**src/design/wdtrg_pkg.sv**
```systemverilog
// constants for the watchdog timer and reset guard
// assumes a 20 MHz mclk and a low-speed rc clock arriving on a pin
// Notes on behaviour
// - counter advances only on low-speed rc edges
// - selector picks divide 2^8 to 2^18
// - key 01010 enables, 10101 disables
// - other key: delayed full reset, flag set
// - power-on control value 0x53, enabled
// - key flag set by hardware, cleared by software
// - overflow while running: reset, timeout flag
// - overflow while halted: pc/sp reset only
// - counter cleared by key reset, clear, halt, pin
// - cause flag bits 7 to 4 read zero
// - cause flags at bits 3..0, zero at power-on
// - halt clears counter, resumes only if enabled
// - halt sets power-down, clears timeout flag
// - reset pin active only with select 10101010
package wdtrg_pkg;
    localparam logic [3:0]  ADDR_CONTROL     = 4'h0;
    localparam logic [3:0]  ADDR_CAUSE       = 4'h1;
    localparam logic [3:0]  ADDR_PIN_SELECT  = 4'h2;
    localparam logic [3:0]  ADDR_STATUS      = 4'h3;
    localparam logic [3:0]  ADDR_IRQ_STATUS  = 4'h4;
    localparam logic [3:0]  ADDR_IRQ_MASK    = 4'h5;
    localparam logic [7:0]  CONTROL_RESET    = 8'h53;
    localparam logic [7:0]  PIN_SELECT_RESET = 8'h55;
    localparam logic [7:0]  PIN_SELECT_KEY   = 8'haa;
    localparam logic [7:0]  PIN_IO_KEY       = 8'h55;
    localparam logic [4:0]  KEY_ENABLE       = 5'h0a;
    localparam logic [4:0]  KEY_DISABLE      = 5'h15;
    localparam int          KEY_MSB          = 7;
    localparam int          KEY_LSB          = 3;
    localparam int          SEL_MSB          = 2;
    localparam int          BIT_PIN_KEY_FLAG = 3;
    localparam int          BIT_LV_EVENT     = 2;
    localparam int          BIT_LV_KEY       = 1;
    localparam int          BIT_WDT_KEY_FLAG = 0;
    localparam int          BIT_TIMEOUT      = 0;
    localparam int          BIT_POWER_DOWN   = 1;
    localparam int          COUNT_W          = 18;
    // software-reset delay in ns, rounded up to mclk cycles
    localparam int          SRESET_NS        = 1000;
    localparam int          CLK_NS           = 50;
    localparam logic [7:0]  SRESET_CYCLES    = 8'((SRESET_NS + CLK_NS - 1) / CLK_NS);
    localparam logic [7:0]  SYS_RESET_CYCLES = 8'h10;
    localparam int          IRQ_W            = 3;
endpackage : wdtrg_pkg

```
**src/design/wdtrg_top.sv**
```systemverilog
// watchdog timer with keyed control, reset cause flags and reset pin guard
// assumes avalon-mm master on mclk; rc clock and reset pin are asynchronous pins
//
// Chosen here: the Avalon-MM register port and the placing of the registers.
module wdtrg_top (
    // clock and reset
    input  wire logic        mclk,
    input  wire logic        rst_b,
    // avalon-mm slave
    input  wire logic [3:0]  avs_address,
    input  wire logic        avs_read,
    input  wire logic        avs_write,
    input  wire logic [31:0] avs_writedata,
    output logic      [31:0] avs_readdata,
    output logic             avs_waitrequest,
    // cpu side
    input  wire logic        clear_pulse,
    input  wire logic        halt_pulse,
    input  wire logic        low_voltage_event,
    // pins
    input  wire logic        low_speed_rc_oscillator_pin,
    input  wire logic        reset_pin_b,
    // reset and interrupt outputs
    output logic             device_reset,
    output logic             warm_reset,
    output logic             irq
);
    logic [2:0]         low_speed_rc_oscillator_sync;
    logic [1:0]         rpin_sync;
    logic               low_speed_rc_oscillator_tick;
    logic [7:0]         watchdog_control;
    logic [7:0]         pin_select;
    logic [3:0]         cause;
    logic               timeout_flag;
    logic               power_down;
    logic               asleep;
    logic [2:0]         irq_status;
    logic [2:0]         irq_mask;
    logic [wdtrg_pkg::COUNT_W-1:0] count;
    logic               overflow;
    logic               bad_key;
    logic               bad_pin;
    logic               pin_reset;
    logic [7:0]         sreset_cnt;
    logic               sreset_busy;
    logic               sreset_wdt;
    logic [7:0]         reset_cnt;
    logic               wr_hit;
    logic               rd_hit;
    logic [31:0]        next_readdata;

    function automatic logic [wdtrg_pkg::COUNT_W-1:0] limit_of(input logic [2:0] sel);
        logic [4:0]  exp;
        logic [18:0] full;
        exp      = (sel < 3'h4) ? 5'(8 + 2 * sel) : 5'(11 + sel);
        full     = (19'h1 << exp) - 19'h1;
        limit_of = full[wdtrg_pkg::COUNT_W-1:0];
    endfunction : limit_of

    function automatic logic key_on(input logic [7:0] ctrl);
        key_on = ctrl[wdtrg_pkg::KEY_MSB:wdtrg_pkg::KEY_LSB] == wdtrg_pkg::KEY_ENABLE;
    endfunction : key_on

    // two-stage sync, then edge detect on the second and third stages
    always_ff @(posedge mclk or negedge rst_b) begin
        if (!rst_b) begin
            low_speed_rc_oscillator_sync <= 3'h0;
            rpin_sync <= 2'h3;
        end else begin
            low_speed_rc_oscillator_sync <= {low_speed_rc_oscillator_sync[1:0], low_speed_rc_oscillator_pin};
            rpin_sync <= {rpin_sync[0], reset_pin_b};
        end
    end
    assign low_speed_rc_oscillator_tick = low_speed_rc_oscillator_sync[1] & ~low_speed_rc_oscillator_sync[2];

    assign wr_hit    = avs_write & ~avs_waitrequest;
    assign rd_hit    = avs_read & ~avs_waitrequest;
    assign bad_key   = watchdog_control[wdtrg_pkg::KEY_MSB:wdtrg_pkg::KEY_LSB] != wdtrg_pkg::KEY_ENABLE
                    && watchdog_control[wdtrg_pkg::KEY_MSB:wdtrg_pkg::KEY_LSB] != wdtrg_pkg::KEY_DISABLE;
    assign bad_pin   = pin_select != wdtrg_pkg::PIN_SELECT_KEY && pin_select != wdtrg_pkg::PIN_IO_KEY;
    assign pin_reset = (pin_select == wdtrg_pkg::PIN_SELECT_KEY) & ~rpin_sync[1];
    // at or past the limit, so a shortened period still ends
    assign overflow  = low_speed_rc_oscillator_tick && key_on(watchdog_control)
                    && count >= limit_of(watchdog_control[wdtrg_pkg::SEL_MSB:0]);

    // one-cycle waitrequest per access: answer on the second cycle
    always_ff @(posedge mclk or negedge rst_b) begin
        if (!rst_b) begin
            avs_waitrequest <= 1'b1;
        end else if ((avs_read | avs_write) & avs_waitrequest) begin
            avs_waitrequest <= 1'b0;
        end else begin
            avs_waitrequest <= 1'b1;
        end
    end

    // control registers survive a warm reset, restored on a full one
    always_ff @(posedge mclk or negedge rst_b) begin
        if (!rst_b) begin
            watchdog_control <= wdtrg_pkg::CONTROL_RESET;
            pin_select       <= wdtrg_pkg::PIN_SELECT_RESET;
        end else if (device_reset) begin
            watchdog_control <= wdtrg_pkg::CONTROL_RESET;
            pin_select       <= wdtrg_pkg::PIN_SELECT_RESET;
        end else if (wr_hit && avs_address == wdtrg_pkg::ADDR_CONTROL) begin
            watchdog_control <= avs_writedata[7:0];
        end else if (wr_hit && avs_address == wdtrg_pkg::ADDR_PIN_SELECT) begin
            pin_select       <= avs_writedata[7:0];
        end
    end

    // watchdog counter
    always_ff @(posedge mclk or negedge rst_b) begin
        if (!rst_b) begin
            count <= '0;
        end else if (device_reset || warm_reset || sreset_wdt || clear_pulse || halt_pulse || pin_reset) begin
            count <= '0;
        end else if (overflow) begin
            count <= '0;
        end else if (low_speed_rc_oscillator_tick && key_on(watchdog_control)) begin
            count <= count + 1'b1;
        end
    end

    // software-reset delay for a corrupted key register
    always_ff @(posedge mclk or negedge rst_b) begin
        if (!rst_b) begin
            sreset_cnt  <= 8'h0;
            sreset_busy <= 1'b0;
            sreset_wdt  <= 1'b0;
        end else if (device_reset) begin
            sreset_cnt  <= 8'h0;
            sreset_busy <= 1'b0;
            sreset_wdt  <= 1'b0;
        end else if (!sreset_busy && (bad_key || bad_pin)) begin
            sreset_busy <= 1'b1;
            sreset_wdt  <= bad_key;
            sreset_cnt  <= wdtrg_pkg::SRESET_CYCLES;
        end else if (sreset_busy && sreset_cnt != 8'h0) begin
            sreset_cnt  <= sreset_cnt - 8'h1;
        end
    end

    // full and warm reset pulses
    always_ff @(posedge mclk or negedge rst_b) begin
        if (!rst_b) begin
            reset_cnt    <= 8'h0;
            device_reset <= 1'b0;
            warm_reset   <= 1'b0;
        end else begin
            warm_reset <= overflow & asleep;
            if ((sreset_busy && sreset_cnt == 8'h1) || (overflow && !asleep) || pin_reset) begin
                reset_cnt    <= wdtrg_pkg::SYS_RESET_CYCLES;
                device_reset <= 1'b1;
            end else if (reset_cnt != 8'h0) begin
                reset_cnt    <= reset_cnt - 8'h1;
                device_reset <= reset_cnt != 8'h1;
            end else begin
                device_reset <= 1'b0;
            end
        end
    end

    // reset cause flags, hardware set wins over software clear
    always_ff @(posedge mclk or negedge rst_b) begin
        if (!rst_b) begin
            cause <= 4'h0;
        end else begin
            for (int i = 0; i < 4; i++) begin
                if (wr_hit && avs_address == wdtrg_pkg::ADDR_CAUSE && !avs_writedata[i]) begin
                    cause[i] <= 1'b0;
                end
            end
            if (sreset_busy && sreset_cnt == 8'h1) begin
                if (sreset_wdt) begin
                    cause[wdtrg_pkg::BIT_WDT_KEY_FLAG] <= 1'b1;
                end else begin
                    cause[wdtrg_pkg::BIT_PIN_KEY_FLAG] <= 1'b1;
                end
            end
            if (low_voltage_event) begin
                cause[wdtrg_pkg::BIT_LV_EVENT] <= 1'b1;
            end
        end
    end

    // status flags and sleep state
    always_ff @(posedge mclk or negedge rst_b) begin
        if (!rst_b) begin
            timeout_flag <= 1'b0;
            power_down   <= 1'b0;
            asleep       <= 1'b0;
        end else if (overflow) begin
            timeout_flag <= 1'b1;
            asleep       <= 1'b0;
        end else if (halt_pulse) begin
            power_down   <= 1'b1;
            timeout_flag <= 1'b0;
            asleep       <= 1'b1;
        end else if (clear_pulse) begin
            power_down   <= 1'b0;
            timeout_flag <= 1'b0;
        end else if (device_reset && !timeout_flag) begin
            power_down   <= 1'b0;
            asleep       <= 1'b0;
        end
    end

    // interrupts: timeout, key fault, halt wake by overflow
    always_ff @(posedge mclk or negedge rst_b) begin
        if (!rst_b) begin
            irq_status <= 3'h0;
            irq_mask   <= 3'h0;
            irq        <= 1'b0;
        end else begin
            for (int i = 0; i < wdtrg_pkg::IRQ_W; i++) begin
                if ((i == 0 && overflow) || (i == 1 && !sreset_busy && bad_key) || (i == 2 && warm_reset)) begin
                    irq_status[i] <= 1'b1;
                end else if (wr_hit && avs_address == wdtrg_pkg::ADDR_IRQ_STATUS && avs_writedata[i]) begin
                    irq_status[i] <= 1'b0;
                end
            end
            if (wr_hit && avs_address == wdtrg_pkg::ADDR_IRQ_MASK) begin
                irq_mask <= avs_writedata[2:0];
            end
            irq <= |(irq_status & irq_mask);
        end
    end

    always_comb begin
        next_readdata = 32'h0;
        unique case (avs_address)
            wdtrg_pkg::ADDR_CONTROL:    next_readdata[7:0] = watchdog_control;
            wdtrg_pkg::ADDR_CAUSE:      next_readdata[3:0] = cause;
            wdtrg_pkg::ADDR_PIN_SELECT: next_readdata[7:0] = pin_select;
            wdtrg_pkg::ADDR_STATUS:     next_readdata[1:0] = {power_down, timeout_flag};
            wdtrg_pkg::ADDR_IRQ_STATUS: next_readdata[2:0] = irq_status;
            wdtrg_pkg::ADDR_IRQ_MASK:   next_readdata[2:0] = irq_mask;
            default:                    next_readdata = 32'h0;
        endcase
    end

    always_ff @(posedge mclk or negedge rst_b) begin
        if (!rst_b) begin
            avs_readdata <= 32'h0;
        end else if ((avs_read | avs_write) & avs_waitrequest) begin
            avs_readdata <= next_readdata;
        end
    end

    upper_zero_a: assert property (@(posedge mclk) disable iff (!rst_b)
        rd_hit && avs_address == wdtrg_pkg::ADDR_CAUSE |-> avs_readdata[31:4] == 28'h0)
        else $error("cause upper bits not zero");
    tick_only_a: assert property (@(posedge mclk) disable iff (!rst_b)
        !low_speed_rc_oscillator_tick && !device_reset |=> count == $past(count) || count == '0)
        else $error("counter moved without rc tick");
    halt_clear_a: assert property (@(posedge mclk) disable iff (!rst_b)
        halt_pulse && !overflow |=> count == '0 && power_down && !timeout_flag)
        else $error("halt effects missing");
    clear_count_a: assert property (@(posedge mclk) disable iff (!rst_b)
        clear_pulse |=> count == '0)
        else $error("clear did not zero counter");
    bad_key_a: assert property (@(posedge mclk) disable iff (!rst_b)
        sreset_busy && sreset_cnt == 8'h1 && sreset_wdt |=> device_reset && cause[0])
        else $error("bad key reset missing");
    overflow_run_a: assert property (@(posedge mclk) disable iff (!rst_b)
        overflow && !asleep |=> device_reset && timeout_flag)
        else $error("overflow reset missing");
    overflow_sleep_a: assert property (@(posedge mclk) disable iff (!rst_b)
        overflow && asleep |=> warm_reset && timeout_flag && !device_reset)
        else $error("sleep overflow wrong");
    pin_gate_a: assert property (@(posedge mclk) disable iff (!rst_b)
        !rpin_sync[1] && pin_select != wdtrg_pkg::PIN_SELECT_KEY && !$past(pin_reset) && reset_cnt == 8'h0
        && !(sreset_busy && sreset_cnt == 8'h1) && !overflow |=> !device_reset)
        else $error("pin reset while not selected");
    disabled_hold_a: assert property (@(posedge mclk) disable iff (!rst_b)
        watchdog_control[7:3] == wdtrg_pkg::KEY_DISABLE |-> !overflow)
        else $error("overflow while disabled");
    wait_one_a: assert property (@(posedge mclk) disable iff (!rst_b)
        (avs_read || avs_write) && avs_waitrequest |=> !avs_waitrequest)
        else $error("no answer after one wait cycle");
    wait_back_a: assert property (@(posedge mclk) disable iff (!rst_b)
        !avs_waitrequest |=> avs_waitrequest)
        else $error("waitrequest low too long");
    rd_zero_a: assert property (@(posedge mclk) disable iff (!rst_b)
        rd_hit && avs_address > wdtrg_pkg::ADDR_IRQ_MASK |-> avs_readdata == 32'h0)
        else $error("unmapped read not zero");
    write_ctrl_a: assert property (@(posedge mclk) disable iff (!rst_b)
        wr_hit && avs_address == wdtrg_pkg::ADDR_CONTROL && !device_reset
        |=> watchdog_control == $past(avs_writedata[7:0]))
        else $error("control write lost");
    full_restore_a: assert property (@(posedge mclk) disable iff (!rst_b)
        device_reset |=> watchdog_control == wdtrg_pkg::CONTROL_RESET && pin_select == wdtrg_pkg::PIN_SELECT_RESET)
        else $error("full reset left control changed");
    warm_keep_a: assert property (@(posedge mclk) disable iff (!rst_b)
        warm_reset && !device_reset && !wr_hit |=> watchdog_control == $past(watchdog_control))
        else $error("warm reset touched control");
    flag_keep_a: assert property (@(posedge mclk) disable iff (!rst_b)
        !(wr_hit && avs_address == wdtrg_pkg::ADDR_CAUSE) |=> (cause & $past(cause)) == $past(cause))
        else $error("cause flag cleared by hardware");
    cause_clear_a: assert property (@(posedge mclk) disable iff (!rst_b)
        wr_hit && avs_address == wdtrg_pkg::ADDR_CAUSE && !avs_writedata[0]
        && !(sreset_busy && sreset_cnt == 8'h1) |=> !cause[0])
        else $error("cause flag not cleared");
    key_start_a: assert property (@(posedge mclk) disable iff (!rst_b)
        !sreset_busy && bad_key && !device_reset |=> sreset_busy && sreset_wdt
        && sreset_cnt == wdtrg_pkg::SRESET_CYCLES)
        else $error("key fault delay not started");
    no_early_a: assert property (@(posedge mclk) disable iff (!rst_b)
        sreset_busy && sreset_cnt > 8'h1 && reset_cnt == 8'h0 && !pin_reset && !overflow
        |=> !device_reset)
        else $error("reset before delay ran out");
    pin_key_a: assert property (@(posedge mclk) disable iff (!rst_b)
        sreset_busy && sreset_cnt == 8'h1 && !sreset_wdt |=> device_reset && cause[wdtrg_pkg::BIT_PIN_KEY_FLAG])
        else $error("pin select fault not flagged");
    count_step_a: assert property (@(posedge mclk) disable iff (!rst_b)
        low_speed_rc_oscillator_tick && key_on(watchdog_control) && !overflow && !device_reset && !warm_reset && !sreset_wdt
        && !clear_pulse && !halt_pulse && !pin_reset |=> count == $past(count) + 1'b1)
        else $error("counter missed an rc tick");
    disabled_stop_a: assert property (@(posedge mclk) disable iff (!rst_b)
        watchdog_control[7:3] == wdtrg_pkg::KEY_DISABLE |=> count == $past(count) || count == '0)
        else $error("counter ran while disabled");
    sync_tick_a: assert property (@(posedge mclk) disable iff (!rst_b)
        low_speed_rc_oscillator_tick |=> !low_speed_rc_oscillator_tick)
        else $error("rc tick longer than one cycle");
    pin_fire_a: assert property (@(posedge mclk) disable iff (!rst_b)
        pin_reset |=> device_reset)
        else $error("selected pin did not reset");
    pin_clear_a: assert property (@(posedge mclk) disable iff (!rst_b)
        pin_reset |=> count == '0)
        else $error("pin did not clear counter");
    sleep_enter_a: assert property (@(posedge mclk) disable iff (!rst_b)
        halt_pulse && !overflow |=> asleep)
        else $error("halt did not enter sleep");
    wake_a: assert property (@(posedge mclk) disable iff (!rst_b)
        overflow |=> !asleep && warm_reset == $past(asleep))
        else $error("overflow wake wrong");
    warm_one_a: assert property (@(posedge mclk) disable iff (!rst_b)
        warm_reset |=> !warm_reset)
        else $error("warm reset longer than one cycle");
    clear_flags_a: assert property (@(posedge mclk) disable iff (!rst_b)
        clear_pulse && !overflow && !halt_pulse |=> !power_down && !timeout_flag)
        else $error("clear left status flags");
    reset_len_a: assert property (@(posedge mclk) disable iff (!rst_b)
        $rose(device_reset) |-> device_reset [*8])
        else $error("full reset pulse too short");
    lv_flag_a: assert property (@(posedge mclk) disable iff (!rst_b)
        low_voltage_event |=> cause[wdtrg_pkg::BIT_LV_EVENT])
        else $error("low voltage flag not set");
    irq_set_a: assert property (@(posedge mclk) disable iff (!rst_b)
        overflow |=> irq_status[0])
        else $error("overflow event not latched");
    irq_level_a: assert property (@(posedge mclk) disable iff (!rst_b)
        irq |-> ($past(irq_status) & $past(irq_mask)) != 3'h0)
        else $error("irq without unmasked event");
endmodule : wdtrg_top

```
**config.mk**
```make
export PLATFORM = sky130hd
export DESIGN_NAME = wdtrg_top
export DESIGN_NICKNAME = d
export VERILOG_FILES = /design/src/design/wdtrg_pkg.sv /design/src/design/wdtrg_top.sv
export SDC_FILE = /design/constraint.sdc
export NUM_CORES = 1
export LEC_CHECK = 0
export ABC_CLOCK_PERIOD_IN_PS = 9100
export BUFFER_PORTS_ARGS = -buffer_cell sky130_fd_sc_hd__buf_2
export CAP_MARGIN = 30
export CORE_UTILIZATION = 24
export DETAILED_ROUTE_END_ITERATION = 8
export GPL_ROUTABILITY_DRIVEN = 0
export PLACE_DENSITY = 0.41
export REMOVE_ABC_BUFFERS = 1
export SETUP_SLACK_MARGIN = 0.2
export SKIP_CTS_REPAIR_TIMING = 1
export SYNTH_ARGS = -nofsm -noshare
export SYNTH_HDL_FRONTEND = slang
export SYNTH_SLANG_ARGS = --single-unit
```
**constraint.sdc**
```tcl
create_clock -name mclk -period 9.1 [get_ports mclk]
set_clock_uncertainty 0.2 [all_clocks]
set_input_delay 1.82 -clock mclk [delete_from_list [all_inputs] [get_ports mclk]]
set_output_delay 1.82 -clock mclk [all_outputs]
set_load 0.01 [all_outputs]
```
==> key figures <==
STA
  – Min Clock Period, post-route: 3877 ps
  – Worst Tran Pin Value: 974.4 ps
  – Final period utilization: 0.4260
  – Hold Fails Final Rpt: 0
  – Final Setup Violations: 0
  – FMAX: 258.0 MHz
  – Setup TNS: 0 ps
  – Pins Over Slew Limit: 0
  – Slew HR: 0.3468
  – RSZ-0062 raised after global routing: no

Logic synthesis
  – Post-synthesis cell count: 515
  – Synth Register Bits: 81
  – Post-synthesis mux area share: 0.02437
  – Main flop type after synthesis: dfrtp_1
  – Sequential share of the synthesized area: 0.4229
  – Post-synthesis adder-cell area fraction: 0.06482
  – EDFF count, synth: 0
  – Distinct cell type count after synthesis: 63
  – Complex-gate fraction of the synthesized area: 0.1133
  – YS warnings: 0
  – Post-synth ARST share: 1.000
  – Xor/xnor share of the synthesized area: 0.04900
  – Combinational family with the most area after synthesis: simple AND/OR/NAND/NOR gates
  – Avg Cell Area, Syn: 9.371 um^2
  – Synthesized cell area: 4826 um^2
  – Post-Synth Simple-Gate Area: 0.2575

Detailed routing
  – WL final: 11590 um
  – Initial DRC Count: 190
  – Initial DRT Pass Iterations: 4
  – Via density: 4.577
  – WL per Instance: 14.24 um
  – Total number of vias: 3726
  – Antenna-violating nets left: 0
  – DRC viols: 0

Critical path
  – Maximum fanout along the worst path: 15
  – CP endpoint kind: flip-flop
  – Worst Path Arrival: just under 4000 ps
  – WS Path Type: reg -> reg
  – Crit start category: flip-flop
  – Worst Path Required: 9110 ps

Place
  – I/O Buffers: 32
  – Final HPWL DP: 8455 um

Status
  – Outcome: finished clean

Global routing
  – First-pass GRT wire length: 19840 um
  – Largest net degree at the start of global routing: 53
  – Initial antenna violation count: 0
  – Vias in the first global route: 3783
  – GRT Util Overall: 0.1244
  – GRT overflow: 0

Final layout
  – Filler Cells Inserted: 2056
  – Layout Nets: 614
  – Share of post-route cells with drive strength above 1: 0.1548
  – Area of the multi-input gates: 2561 um^2
  – Reg area: around 2000 um^2
  – Layout overhead on the synthesized area: 14.21%
  – Diodes inserted: 0

Power
  – Lkg Pwr: ~2.4 nW
  – Total Power: 0.9431 mW
  – Peak supply drop: 0.06703 mV
  – Power Density: 171.1 nW/um^2

Clock tree
  – H-tree Lvls: 3
  – CTS tree: built
  – Clk pin slew, worst setup/hold paths: 70 ps
  – Clk sinks: 81
  – Worst-case clock buffer depth: 2
  – Cts bufs inserted: 9
  – Clk Latency, worst-skew pair: 340 ps
  – Root buffer cell: clkbuf_16

Floorplanning
  – FP Rows: 51
  – Initial Util: 0.2463
  – Chip Width: 143.8 um
  – Die Span Y: 143.8 um
  – Total die area: 20680 um^2
  – Core area: 19590 um^2
  – Ports: 81

Flow run
  – Max-cap check violation count: 0

Worst hold path
  – Hold Path Class: reg -> reg
## logic make-up after synthesis
family,count (synthesis)
AND/OR/NAND/NOR,226
multiplexers,10
flip-flops,81
adder cells (fa/ha/maj),25
other,2
AO/OA/AOI/OAI,84
buffers and inverters,60
XOR/XNOR,27
## final timing paths
path | slack [ps] | to | depth (start not counted) | startpoint
worst max register to register | 5220 | count[5] | 12 | watchdog_control[0]
worst max-delay path | 5220 | count[5] | 12 | watchdog_control[0]
worst min register to register | 160 | rpin_sync[1] | 0 | rpin_sync[0]
worst min-delay path | 160 | rpin_sync[1] | 0 | rpin_sync[0]
min in group asynchronous | 1220 | count[16] | 1 | rst_b
max in group asynchronous | 6820 | watchdog_control[4] | 2 | rst_b
## final cells by class
| class | count | share of cell area |
|---|---|---|
| clock buffers | 11 | 0.04404 |
| clock inverters | 5 | 0.01135 |
| inverters | 16 | 0.01090 |
| multi-input cells | 400 | 0.4647 |
| flip-flops and latches | 81 | 0.3703 |
| well taps | 265 | 0.06016 |
| repair buffers | 36 | 0.03859 |
## synth_stat cells (3+ instances only)
library cell	instances	area [um^2]
a211o_1	3	26.28
a211oi_1	3	22.52
a21o_1	7	52.55
a21oi_1	29	145.1
a22oi_1	6	45.04
and2_1	5	31.28
and3_1	8	50.05
and4b_1	3	30.03
buf_2	5	25.02
buf_4	24	180.2
clkbuf_1	13	48.80
dfrtp_1	70	1752
dfstp_2	11	289.0
ha_1	25	312.8
inv_1	16	60.06
mux2_2	4	45.04
mux2i_1	5	50.05
nand2_1	71	266.5
nand2b_1	4	25.02
nand3_1	17	85.08
nand3b_1	7	52.55
nand4_1	7	43.79
nand4b_1	3	26.28
nor2_1	33	123.9
nor2b_1	5	31.28
nor3_1	31	155.2
nor4_1	9	56.30
o211ai_1	3	22.52
o21ai_0	14	70.07
o31ai_1	3	22.52
or2_2	5	31.28
xnor2_1	21	183.9
xor2_1	6	52.55
## metal layers
layer / vias up / wire length, um / global-route usage
met5: - / 0 / 0
met4: 0 / 208 / 0.05823
met3: 12 / 269 / 0.01866
met2: 65 / 5450 / 0.2013
met1: 1815 / 5664 / 0.1623
li1: 1834 / - / -
## flip-flops by register name, summed over array words and instances, names as in the netlist, 2 cells and up
name	count
count	18
avs_readdata	8
pin_select	8
reset_cnt	8
sreset_cnt	8
watchdog_control	8
cause	3
irq_mask	3
irq_status	3
low_speed_rc_oscillator_sync	3
rpin_sync	2
## worst max-delay path: stages (launching register included)
cell and delay, ps:
dfstp_2 650, inv_1 140, ha_1 280, nand2_1 120, a21oi_1 80, a211o_1 240
ha_1 300, nand3_1 110, o41ai_1 440, o211ai_2 260, a21oi_1 490, buf_4 330
nor3_1 90
## placed cells by master, fill, tap and decap left out, types with 8 or more instances in the layout
master,count
a21oi_1,29
and3_1,8
buf_2,31
clkbuf_16,9
conb_1,28
dfrtp_1,70
dfstp_2,11
ha_1,25
inv_1,16
nand2_1,71
nand3_1,17
nor2_1,33
nor3_1,31
nor4_1,9
o21ai_0,14
xnor2_1,21
## metrics by stage
stage	hold slack [ps]	cells	util	area (um^2)	worst slack [ps]
after detailed placement	148.4	797	0.2654	5199	5264
after CTS	158.3	813	0.2810	5504	5209
after floorplan	131.2	497	-	4662	5485
after global placement	146.5	796	0.2640	5171	5236
final	156.8	814	0.2813	5512	5223
after global routing	165.7	814	0.2813	5512	4870
## power by group
group          total (mW)  switching [mW]  internal (mW)
clock               0.376           0.155          0.222
sequential          0.423          0.0289          0.394
combinational       0.144          0.0839         0.0598
Note: power is estimated with default switching activity, not from simulation.
